<file path="config.mk">
export PLATFORM = sky130hd
export DESIGN_NAME = iscs_sequencer
export DESIGN_NICKNAME = d
export VERILOG_FILES = /design/src/rtl/iscs_pkg.sv /design/src/rtl/iscs_sequencer.sv /design/src/rtl/iscs_pair_buffer.sv
export VERILOG_INCLUDE_DIRS = /design/src /design/src/rtl
export SDC_FILE = /design/constraint.sdc
export NUM_CORES = 1
export LEC_CHECK = 0
export BUFFER_PORTS_ARGS = -buffer_cell sky130_fd_sc_hd__buf_2
export CORE_ASPECT_RATIO = 0.9
export CORE_MARGIN = 2
export CORE_UTILIZATION = 45
export CTS_CLUSTER_SIZE = 10
export DETAILED_ROUTE_END_ITERATION = 8
export PLACE_DENSITY = 0.69
export SETUP_SLACK_MARGIN = 0.4
export SLEW_MARGIN = 40
export SYNTH_ARGS = -nofsm -noshare
export SYNTH_HDL_FRONTEND = slang
export SYNTH_SLANG_ARGS = --single-unit
export TNS_END_PERCENT = 20
</file>
<file path="constraint.sdc">
create_clock -name clk -period 7.35 [get_ports clk]
set_input_delay 0.735 -clock clk [delete_from_list [all_inputs] [get_ports clk]]
set_output_delay 0.735 -clock clk [all_outputs]
set_load 0.01 [all_outputs]
</file>
<file path="src/rtl/iscs_defs.svh">
// Register indices, field positions and counts of the sensor control sequencer
`ifndef ISCS_DEFS_SVH
`define ISCS_DEFS_SVH

// Upload word layout
`define ISCS_IDX_MSB 15
`define ISCS_IDX_LSB 12
`define ISCS_DATA_MSB 11
`define ISCS_DATA_LSB 0

// Register indices of the 4-bit index field
`define ISCS_IDX_AMP 4'h0
`define ISCS_IDX_COARSE 4'h1
`define ISCS_IDX_FINE 4'h2
`define ISCS_IDX_CONV 4'h3
`define ISCS_IDX_PIXELS 4'h4
`define ISCS_IDX_LINES 4'h5
`define ISCS_IDX_INT_TIME 4'h6
`define ISCS_IDX_ROW_START 4'h7
`define ISCS_IDX_GRAN 4'h8

// Amplifier register fields
`define ISCS_AMP_GAIN_MSB 3
`define ISCS_AMP_UNITY_BIT 4
`define ISCS_AMP_DUAL_BIT 5
`define ISCS_AMP_STANDBY_BIT 6

// Converter register fields
`define ISCS_CONV_DRIVE_BIT 0
`define ISCS_CONV_LINEAR_BIT 1
`define ISCS_CONV_POLARITY_BIT 2

// Companding curve knee
`define ISCS_KNEE 10'h100
`define ISCS_KNEE_OUT 10'h200

// Shutter sequencer granularity: base period 32 clocks, shifted by 2-bit select
`define ISCS_GRAN_BASE 9'h020
`define ISCS_RESET_PERIODS 3'h4
`define ISCS_READABLE_PERIODS 3'h2

// Row blanking: 35 periods of the 4x column sequencer clock
`define ISCS_BLANK_CYC 8'h8c

// Line counter value that wraps to zero on the first row clock
`define ISCS_LINE_INIT 12'hfff

`endif

</file>
<file path="src/rtl/iscs_pkg.sv">
// Types shared by the sensor control sequencer
package iscs_pkg;

   typedef struct packed {
      logic [3:0] idx;
      logic [11:0] data;
   } iscs_upload_type;

   typedef struct packed {
      logic [6:0] amp;
      logic [6:0] coarse;
      logic [6:0] fine;
      logic [2:0] conv;
      logic [11:0] pixels;
      logic [11:0] lines;
      logic [11:0] int_time;
      logic [10:0] row_start;
      logic [1:0] gran;
   } iscs_cfg_type;

   typedef struct packed {
      logic path_first_active;
      logic path_second_active;
      logic second_path_standby;
      logic amp_standby;
      logic unity_gain;
      logic [3:0] gain;
   } iscs_amp_type;

   typedef enum logic [5:0] {
      SS_IDLE = 6'h01,
      SS_START = 6'h02,
      SS_RESET = 6'h04,
      SS_INTEG = 6'h08,
      SS_END = 6'h10,
      SS_READABLE = 6'h20
   } iscs_ss_state_type;

   typedef enum logic [3:0] {
      RD_IDLE = 4'h1,
      RD_HOLD = 4'h2,
      RD_BLANK = 4'h4,
      RD_PIXELS = 4'h8
   } iscs_rd_state_type;

endpackage

</file>
<file path="src/rtl/iscs_sequencer.sv">
// Sensor control sequencer: register upload, shutter and readout timing, converter path
`timescale 1ns/1ns
`include "iscs_defs.svh"

module iscs_sequencer (
   input wire logic clk,
   input wire logic rst,
   input wire logic port_select,
   input wire logic serial_port_select,
   input wire logic [15:0] par_word,
   input wire logic par_write,
   input wire logic ser_clk,
   input wire logic ser_data,
   input wire logic ser_load_en,
   input wire logic exp_start,
   input wire logic exp_end,
   input wire logic row_clock,
   input wire logic frame_start,
   input wire logic [9:0] conv_sample,
   input wire logic conv_sample_valid,
   output logic conv_sample_ready,
   input wire logic pixel_ready,
   output logic [9:0] converter_data_out,
   output logic converter_data_valid,
   output logic converter_drive_enable,
   output iscs_pkg::iscs_amp_type amp_ctrl,
   output logic [6:0] coarse_offset,
   output logic [6:0] fine_offset,
   output logic timeout,
   output logic pixel_valid,
   output logic last_line,
   output logic [10:0] row_pointer
);
   import iscs_pkg::*;

   // Upload port state
   iscs_cfg_type cfg_reg, cfg_next;
   iscs_amp_type amp_reg, amp_next;
   logic [15:0] shift_reg, shift_next;
   logic par_wr_d_reg, ser_clk_d_reg, ser_ld_d_reg;
   logic commit;
   iscs_upload_type word;

   // Apply a 12-bit upload to the register named by the index
   function automatic iscs_cfg_type write_cfg(input iscs_cfg_type c, input iscs_upload_type w);
      iscs_cfg_type r;
      r = c;
      unique case (w.idx)
         `ISCS_IDX_AMP: r.amp = w.data[6:0];
         `ISCS_IDX_COARSE: r.coarse = w.data[6:0];
         `ISCS_IDX_FINE: r.fine = w.data[6:0];
         `ISCS_IDX_CONV: r.conv = w.data[2:0];
         `ISCS_IDX_PIXELS: r.pixels = w.data;
         `ISCS_IDX_LINES: r.lines = w.data;
         `ISCS_IDX_INT_TIME: r.int_time = w.data;
         `ISCS_IDX_ROW_START: r.row_start = w.data[10:0];
         `ISCS_IDX_GRAN: r.gran = w.data[1:0];
         default: r = c;
      endcase
      return r;
   endfunction

   // Port choice, serial shifting and commit of a completed word
   always_comb begin
      shift_next = shift_reg;
      commit = 1'b0;
      word = iscs_upload_type'(par_word);
      if (port_select) begin
         commit = par_write && !par_wr_d_reg;
      end else if (serial_port_select) begin
         if (ser_clk && !ser_clk_d_reg) begin
            shift_next = {shift_reg[14:0], ser_data};
         end
         commit = ser_load_en && !ser_ld_d_reg;
         word = iscs_upload_type'(shift_reg);
      end
      cfg_next = commit ? write_cfg(cfg_reg, word) : cfg_reg;
      amp_next.gain = cfg_next.amp[`ISCS_AMP_GAIN_MSB:0];
      amp_next.unity_gain = cfg_next.amp[`ISCS_AMP_UNITY_BIT];
      amp_next.amp_standby = !cfg_next.amp[`ISCS_AMP_STANDBY_BIT];
      amp_next.path_first_active = cfg_next.amp[`ISCS_AMP_STANDBY_BIT];
      amp_next.path_second_active = cfg_next.amp[`ISCS_AMP_STANDBY_BIT]
         && cfg_next.amp[`ISCS_AMP_DUAL_BIT];
      amp_next.second_path_standby = !amp_next.path_second_active;
   end

   // Configuration and port registers, all zero after reset
   always_ff @(posedge clk or posedge rst) begin
      if (rst) begin
         cfg_reg <= '0;
         amp_reg <= '0;
         shift_reg <= 16'h0000;
         par_wr_d_reg <= 1'b0;
         ser_clk_d_reg <= 1'b0;
         ser_ld_d_reg <= 1'b0;
      end else begin
         cfg_reg <= cfg_next;
         amp_reg <= amp_next;
         shift_reg <= shift_next;
         par_wr_d_reg <= par_write;
         ser_clk_d_reg <= ser_clk;
         ser_ld_d_reg <= ser_load_en;
      end
   end

   assign amp_ctrl = amp_reg;
   assign coarse_offset = cfg_reg.coarse;
   assign fine_offset = cfg_reg.fine;

   // Shutter sequencer state
   iscs_ss_state_type ss_reg, ss_next;
   logic [7:0] gran_cnt_reg, gran_cnt_next;
   logic [2:0] phase_reg, phase_next;
   logic [11:0] int_cnt_reg, int_cnt_next;
   logic timeout_reg, timeout_next;
   logic suspend, tick;
   logic [8:0] gran_period;

   assign suspend = exp_start || exp_end;
   assign gran_period = `ISCS_GRAN_BASE << cfg_reg.gran;
   assign tick = !suspend && ({1'b0, gran_cnt_reg} == gran_period - 9'h001);

   // Granulated clock, core reset, integration count and readable phase
   always_comb begin
      ss_next = ss_reg;
      phase_next = phase_reg;
      int_cnt_next = int_cnt_reg;
      timeout_next = timeout_reg;
      gran_cnt_next = gran_cnt_reg;
      if (!suspend) begin
         gran_cnt_next = tick ? 8'h00 : gran_cnt_reg + 8'h01;
      end
      if (tick) begin
         timeout_next = 1'b0;
      end
      unique case (ss_reg)
         SS_IDLE: begin
            if (exp_start) ss_next = SS_START;
         end
         SS_START: begin
            if (!exp_start) begin
               ss_next = SS_RESET;
               phase_next = 3'h0;
               int_cnt_next = 12'h000;
               gran_cnt_next = 8'h00;
            end
         end
         SS_RESET, SS_INTEG: begin
            if (exp_start) begin
               ss_next = SS_START;
            end else if (exp_end) begin
               ss_next = SS_END;
            end else if (tick) begin
               int_cnt_next = int_cnt_reg + 12'h001;
               if (int_cnt_next == cfg_reg.int_time) timeout_next = 1'b1;
               if (ss_reg == SS_RESET) begin
                  phase_next = phase_reg + 3'h1;
                  if (phase_next == `ISCS_RESET_PERIODS) ss_next = SS_INTEG;
               end
            end
         end
         SS_END: begin
            if (exp_start) begin
               ss_next = SS_START;
            end else if (!exp_end) begin
               ss_next = SS_READABLE;
               phase_next = 3'h0;
               gran_cnt_next = 8'h00;
            end
         end
         SS_READABLE: begin
            if (exp_start) begin
               ss_next = SS_START;
            end else if (tick) begin
               phase_next = phase_reg + 3'h1;
               if (phase_next == `ISCS_READABLE_PERIODS) ss_next = SS_IDLE;
            end
         end
         default: ss_next = SS_IDLE;
      endcase
   end

   // Shutter sequencer registers
   always_ff @(posedge clk or posedge rst) begin
      if (rst) begin
         ss_reg <= SS_IDLE;
         gran_cnt_reg <= 8'h00;
         phase_reg <= 3'h0;
         int_cnt_reg <= 12'h000;
         timeout_reg <= 1'b0;
      end else begin
         ss_reg <= ss_next;
         gran_cnt_reg <= gran_cnt_next;
         phase_reg <= phase_next;
         int_cnt_reg <= int_cnt_next;
         timeout_reg <= timeout_next;
      end
   end

   assign timeout = timeout_reg;

   // Readout sequencer state
   iscs_rd_state_type rd_reg, rd_next;
   logic [7:0] blank_reg, blank_next;
   logic [11:0] pix_reg, pix_next, line_reg, line_next;
   logic [10:0] row_reg, row_next;
   logic pv_reg, pv_next, last_reg, last_next;
   logic row_d_reg, frame_d_reg;

   // Row hold, blanking, pixel window, line count and row pointer
   always_comb begin
      rd_next = rd_reg;
      blank_next = blank_reg;
      pix_next = pix_reg;
      line_next = line_reg;
      row_next = row_reg;
      pv_next = pv_reg;
      last_next = last_reg;
      if (frame_start && !frame_d_reg) begin
         row_next = cfg_reg.row_start;
         line_next = `ISCS_LINE_INIT;
         last_next = 1'b0;
      end else if (!row_clock && row_d_reg) begin
         line_next = line_reg + 12'h001;
         if (line_reg != `ISCS_LINE_INIT) row_next = row_reg + 11'h001;
         last_next = (line_next == cfg_reg.lines);
      end
      if (row_clock) begin
         rd_next = RD_HOLD;
         pv_next = 1'b0;
      end else begin
         unique case (rd_reg)
            RD_IDLE: rd_next = RD_IDLE;
            RD_HOLD: begin
               rd_next = RD_BLANK;
               blank_next = 8'h00;
            end
            RD_BLANK: begin
               blank_next = blank_reg + 8'h01;
               if (blank_next == `ISCS_BLANK_CYC) begin
                  rd_next = RD_PIXELS;
                  pv_next = 1'b1;
                  pix_next = 12'h000;
               end
            end
            RD_PIXELS: begin
               if (pix_reg == cfg_reg.pixels) begin
                  rd_next = RD_IDLE;
                  pv_next = 1'b0;
               end else begin
                  pix_next = pix_reg + 12'h001;
               end
            end
            default: rd_next = RD_IDLE;
         endcase
      end
   end

   // Readout registers
   always_ff @(posedge clk or posedge rst) begin
      if (rst) begin
         rd_reg <= RD_IDLE;
         blank_reg <= 8'h00;
         pix_reg <= 12'h000;
         line_reg <= `ISCS_LINE_INIT;
         row_reg <= 11'h000;
         pv_reg <= 1'b0;
         last_reg <= 1'b0;
         row_d_reg <= 1'b0;
         frame_d_reg <= 1'b0;
      end else begin
         rd_reg <= rd_next;
         blank_reg <= blank_next;
         pix_reg <= pix_next;
         line_reg <= line_next;
         row_reg <= row_next;
         pv_reg <= pv_next;
         last_reg <= last_next;
         row_d_reg <= row_clock;
         frame_d_reg <= frame_start;
      end
   end

   assign pixel_valid = pv_reg;
   assign last_line = last_reg;
   assign row_pointer = row_reg;

   // Converter transfer: companding below full linear, then polarity
   logic [9:0] curve, coded, above;
   logic [10:0] bent;
   logic drive_reg;
   always_comb begin
      above = conv_sample - `ISCS_KNEE;
      bent = {1'h0, `ISCS_KNEE_OUT} + {2'h0, above[9:1]} + {3'h0, above[9:2]};
      if (cfg_reg.conv[`ISCS_CONV_LINEAR_BIT]) begin
         curve = conv_sample;
      end else if (conv_sample < `ISCS_KNEE) begin
         curve = {conv_sample[8:0], 1'b0};
      end else begin
         curve = bent[10] ? '1 : bent[9:0]; // clip the bright end, no wrap to dark
      end
      coded = cfg_reg.conv[`ISCS_CONV_POLARITY_BIT] ? curve : ~curve;
   end

   // Output driver enable register
   always_ff @(posedge clk or posedge rst) begin
      if (rst) begin
         drive_reg <= 1'b0;
      end else begin
         drive_reg <= cfg_next.conv[`ISCS_CONV_DRIVE_BIT];
      end
   end

   assign converter_drive_enable = drive_reg;

   // Receiver stalls back up through the buffer to the sample source
   iscs_pair_buffer u_buf (
      .clk(clk),
      .rst(rst),
      .in_data(coded),
      .in_valid(conv_sample_valid),
      .in_ready(conv_sample_ready),
      .out_data(converter_data_out),
      .out_valid(converter_data_valid),
      .out_ready(pixel_ready)
   );

endmodule

</file>
<file path="src/rtl/iscs_pair_buffer.sv">
// Two-entry buffer between the converter data path and the pixel receiver
`timescale 1ns/1ns
module iscs_pair_buffer (
   input wire logic clk,
   input wire logic rst,
   input wire logic [9:0] in_data,
   input wire logic in_valid,
   output logic in_ready,
   output logic [9:0] out_data,
   output logic out_valid,
   input wire logic out_ready
);
   import iscs_pkg::*;

   logic [9:0] head_reg, head_next, tail_reg, tail_next;
   logic head_v_reg, head_v_next, tail_v_reg, tail_v_next;
   logic ready_reg, ready_next;

   assign in_ready = ready_reg;
   assign out_data = head_reg;
   assign out_valid = head_v_reg;

   // Pop moves the tail forward, push fills the first free slot
   always_comb begin
      head_next = head_reg;
      tail_next = tail_reg;
      head_v_next = head_v_reg;
      tail_v_next = tail_v_reg;
      if (head_v_reg && out_ready) begin
         head_next = tail_reg;
         head_v_next = tail_v_reg;
         tail_v_next = 1'b0;
      end
      if (in_valid && !tail_v_reg) begin
         if (!head_v_next) begin
            head_next = in_data;
            head_v_next = 1'b1;
         end else begin
            tail_next = in_data;
            tail_v_next = 1'b1;
         end
      end
      // Ready is registered so the port comes straight from a flip-flop
      ready_next = !tail_v_next;
   end

   // Buffer storage
   always_ff @(posedge clk or posedge rst) begin
      if (rst) begin
         head_reg <= 10'h000;
         tail_reg <= 10'h000;
         head_v_reg <= 1'b0;
         tail_v_reg <= 1'b0;
         ready_reg <= 1'b1;
      end else begin
         head_reg <= head_next;
         tail_reg <= tail_next;
         head_v_reg <= head_v_next;
         tail_v_reg <= tail_v_next;
         ready_reg <= ready_next;
      end
   end

endmodule

</file>
==> impl_results.md <==
- Outcome: finished, final reports clean
- Initial antenna violation count: 1
- Drt drc: 0
- Max Slew Vio Count: 0
- TNS Setup: 0 ps
- Async SR Flop Fraction: 100%
- Post-CTS setup buffers: 0
- Clock Tree Buf Depth: 2
- Post-Syn Nets: 1,201
- Post-synthesis mux area share: 10.3%
- RR Endpoint: int_cnt_reg[9]
- Hold Violations, Final: 0
- Final #Nets: 1,242
- Routed vias/inst: 5.62
- Global route overflow: 0
- Cts repair resizes: 0
- Worst path max stage delay: 620 ps
- CP Depth: 7
- First-pass GRT wire length: 43,000 um
- Simple-gate share of the synthesized area: 18.6%
- R2r startpoint: gran_cnt_reg[0]
- VDD IR max: 0.000162 V
- Max Cap Viol: 0
- Final setup skew: 22.2 ps
- Final ANT Viol Nets: 0
- #FFs+latches synth: 199
- GPL Wtd Cong: 0.854
- CP arrival: 3060 ps
- H-tree depth: 4
- Endpoints failing setup: 0
- Die Area: 25,900 sq um
- Worst-path clk slew: 80 ps
- Worst Path Required: 7630 ps
- Synth Cell Area: 11,100 sq um
- Crit-path cells: ha_1 > nor3b_1 > nand4_1 > a211o_1 > and2_0 > o21ai_0 > o31ai_1
- Area contributors post-synth: dfrtp_1 (42%), mux2_2 (9.4%), nand2_1 (4.8%)
- Yosys top cell area share: 41.6%
- WS Path Type: reg2reg
- Synth Area in XOR/XNOR: 6.18%
- Largest family of logic cells by synthesized area: simple AND/OR/NAND/NOR gates
- Post-DP HPWL: 18,000 um
- Ratio of cells with drive above 1 in the final layout: 21.7%
- Yosys warns: 0
- CTS tree: yes
- Min Hold Slack: 389 ps
- Crit path max fanout: 24
- Post-synth EDFFs: 0
- # port buffers: 89
- Non-filler instance count after layout: 1,505
- Mapped Cells: 1,141
- Slowest CP cell: a211o_1
- Period utilization: 37.7%
- # clock sinks: 199
- Netlist cell types: 74
- Flop pwr share: 44.9%
- Net Switching: 1.20 mW
- R2R depth: 7
- Starting Density: 45.7%
- Post-Route Utilization: 50.7%
- Max Clk Rate: 361 MHz
- Top_reg_cell synth: dfrtp_1
- Total track usage: 20.7%
- Core Area: 24,200 sq um
- Net Sw Frac: 34.6%
- Worst slew margin: 45.1%
- Wirelength, routed: 25,700 um
- I/O pin cnt: 90
- Clock latency on the worst-skew pair: 450 ps
- Pre-Repair DR Iteration Count: 5
- Placed inst area: 11,600 sq um
- Vias in the first global route: 8,117
- Sequential-to-total area share from yosys stat: 45.2%
- Unrepaired setup endpoints after global routing: no
- Setup crit end: int_cnt_reg[9]
- CTS root buffer: clkbuf_16
- Leakage power: 5.51 nW
- Min cycle time layout: 2770 ps
- Largest net degree at the start of global routing: 124
- Setup crit start: gran_cnt_reg[0]
- # hold bufs at CTS: 0
- Post-synthesis adder-cell area fraction: 2.33%
- Clock share of power: 28.7%
- CP Buf/Inv Count: 0
- Via count: 8,462
- Compound-Gate Fraction of Synth Area: 13.1%
- Initial DRC count: 681
- Yosys top cell by area: dfrtp_1
- Hold crit path type: in2async
- Startpoint Class: flip-flop
- Layout overhead on the synthesized area: 10.8%
- Num CTS Buffers: 17
- Avg Inst Size Synth: 9.69 sq um
- PD cells: 283 nW/um^2
- Die Wd: 169 um
- CP Capture Type: flip-flop
- Comb power frac: 26.4%
- Max FFs per register: 55
- Die height: 153 um
- CP delay by family, top: simple AND/OR/NAND/NOR gates
- Worst-margin pin slew: 823 ps
- Final Instance Area: 12,300 sq um
- Placed cells: 1,470
- Int Power: 2.27 mW
- Register-to-Register Setup Slack: 4580 ps
- Cell Rows: 54
- Drt wl/cell: 17.1 um
==> how the worst min path moves through the flow <==
| stage | start | end | slack [ps] | cells after the start |
|---|---|---|---|---|
| after floorplan | u_buf.tail_reg[9] | u_buf.tail_reg[9] | 440 | 2 |
| after global placement | u_buf.tail_reg[2] | u_buf.tail_reg[2] | 450 | 2 |
| after detailed placement | u_buf.tail_reg[1] | u_buf.tail_reg[1] | 460 | 2 |
| after CTS | ser_clk | ser_clk_d_reg | 390 | 1 |
| after global routing | ser_clk | ser_clk_d_reg | 390 | 1 |
| final | rst | u_buf.out_data[9] | 390 | 2 |
==> placed cells by master, fill, tap and decap left out, types with 36 or more instances in the layout <==
master / Yosys / layout
mux2_2: 92 / 92
dfrtp_1: 184 / 182
xnor2_1: 42 / 42
nand3_1: 43 / 43
buf_2: 9 / 89
a21oi_1: 41 / 41
o21ai_0: 92 / 92
xor2_1: 36 / 36
nand2_1: 141 / 141
nor2_1: 56 / 53
==> per-stage QoR <==
| step | power, mW | worst slack, ps |
|---|---|---|
| 3_5_place_dp | 2.48 | 4180 |
| 6_report | 3.46 | 4580 |
| 3_3_place_gp | 2.45 | 4200 |
| 4_1_cts | 3.49 | 4630 |
| 2_1_floorplan | 2.24 | 1210 |
| 5_1_grt | 3.69 | 4290 |
==> power by group through the flow <==
stage | Combinational (mW) | Clock [mW] | Sequential, mW
after global placement | 0.887 | 0 | 1.56
final | 0.914 | 0.995 | 1.55
after global routing | 1.03 | 1.06 | 1.59
after CTS | 0.918 | 1.02 | 1.55
after floorplan | 0.731 | 0 | 1.51
after detailed placement | 0.909 | 0 | 1.57
==> routing by layer <==
metal / share of wire, % / track usage [%]
met2: 46 / 31.8
met5: 0 / 0
met4: 0.86 / 4.88
met1: 48 / 30.1
met3: 5.0 / 4.31
==> synthesized netlist by cell type (4+ instances only) <==
master / n
nand3b_1: 7
nand4_1: 17
inv_1: 31
a21o_1: 5
buf_4: 20
or2_2: 5
o31ai_1: 15
o21ai_0: 92
nand3_1: 43
a211oi_1: 10
nor2b_1: 13
nor3_1: 22
and2_1: 10
dfrtp_1: 184
nand2_1: 141
nor2_1: 56
dfstp_2: 15
clkbuf_1: 35
o211ai_1: 11
buf_1: 5
mux2_2: 92
ha_1: 19
nand2b_1: 14
mux2i_1: 10
xor2_1: 36
nor4_1: 11
o21a_1: 10
and3_1: 24
or3_1: 20
xnor2_1: 42
o41ai_1: 4
a21oi_1: 41
a31oi_1: 9
buf_2: 9
==> worst reg2reg max path: cells and delay by family, from the launching register on <==
family | cells | cell delay (ps)
compound gates | 3 | 1000
fa+ha+maj | 1 | 150
flops | 1 | 390
simple gates | 3 | 1080
==> area by class of cell <==
cell class	instances	area (sq um)
diodes	2	5.00
clock buffers	17	425
clock inverters	15	220
fillers	2216	11900
inverters	31	129
multi-input cells	841	5610
flip-flops and latches	199	5000
well taps	308	385
repair buffers	92	475
==> kinds of logic (layout without fill, tap and decap cells) <==
| kind of cell | Yosys count | in the layout |
|---|---|---|
| other | 0 | 2 |
| AO/OA/AOI/OAI | 232 | 232 |
| XOR/XNOR | 78 | 78 |
| multiplexers | 102 | 102 |
| adder cells (fa/ha/maj) | 20 | 20 |
| flip-flops | 199 | 199 |
| buffers and inverters | 101 | 155 |
| AND/OR/NAND/NOR | 409 | 409 |
(Power assumes the default switching activity.)
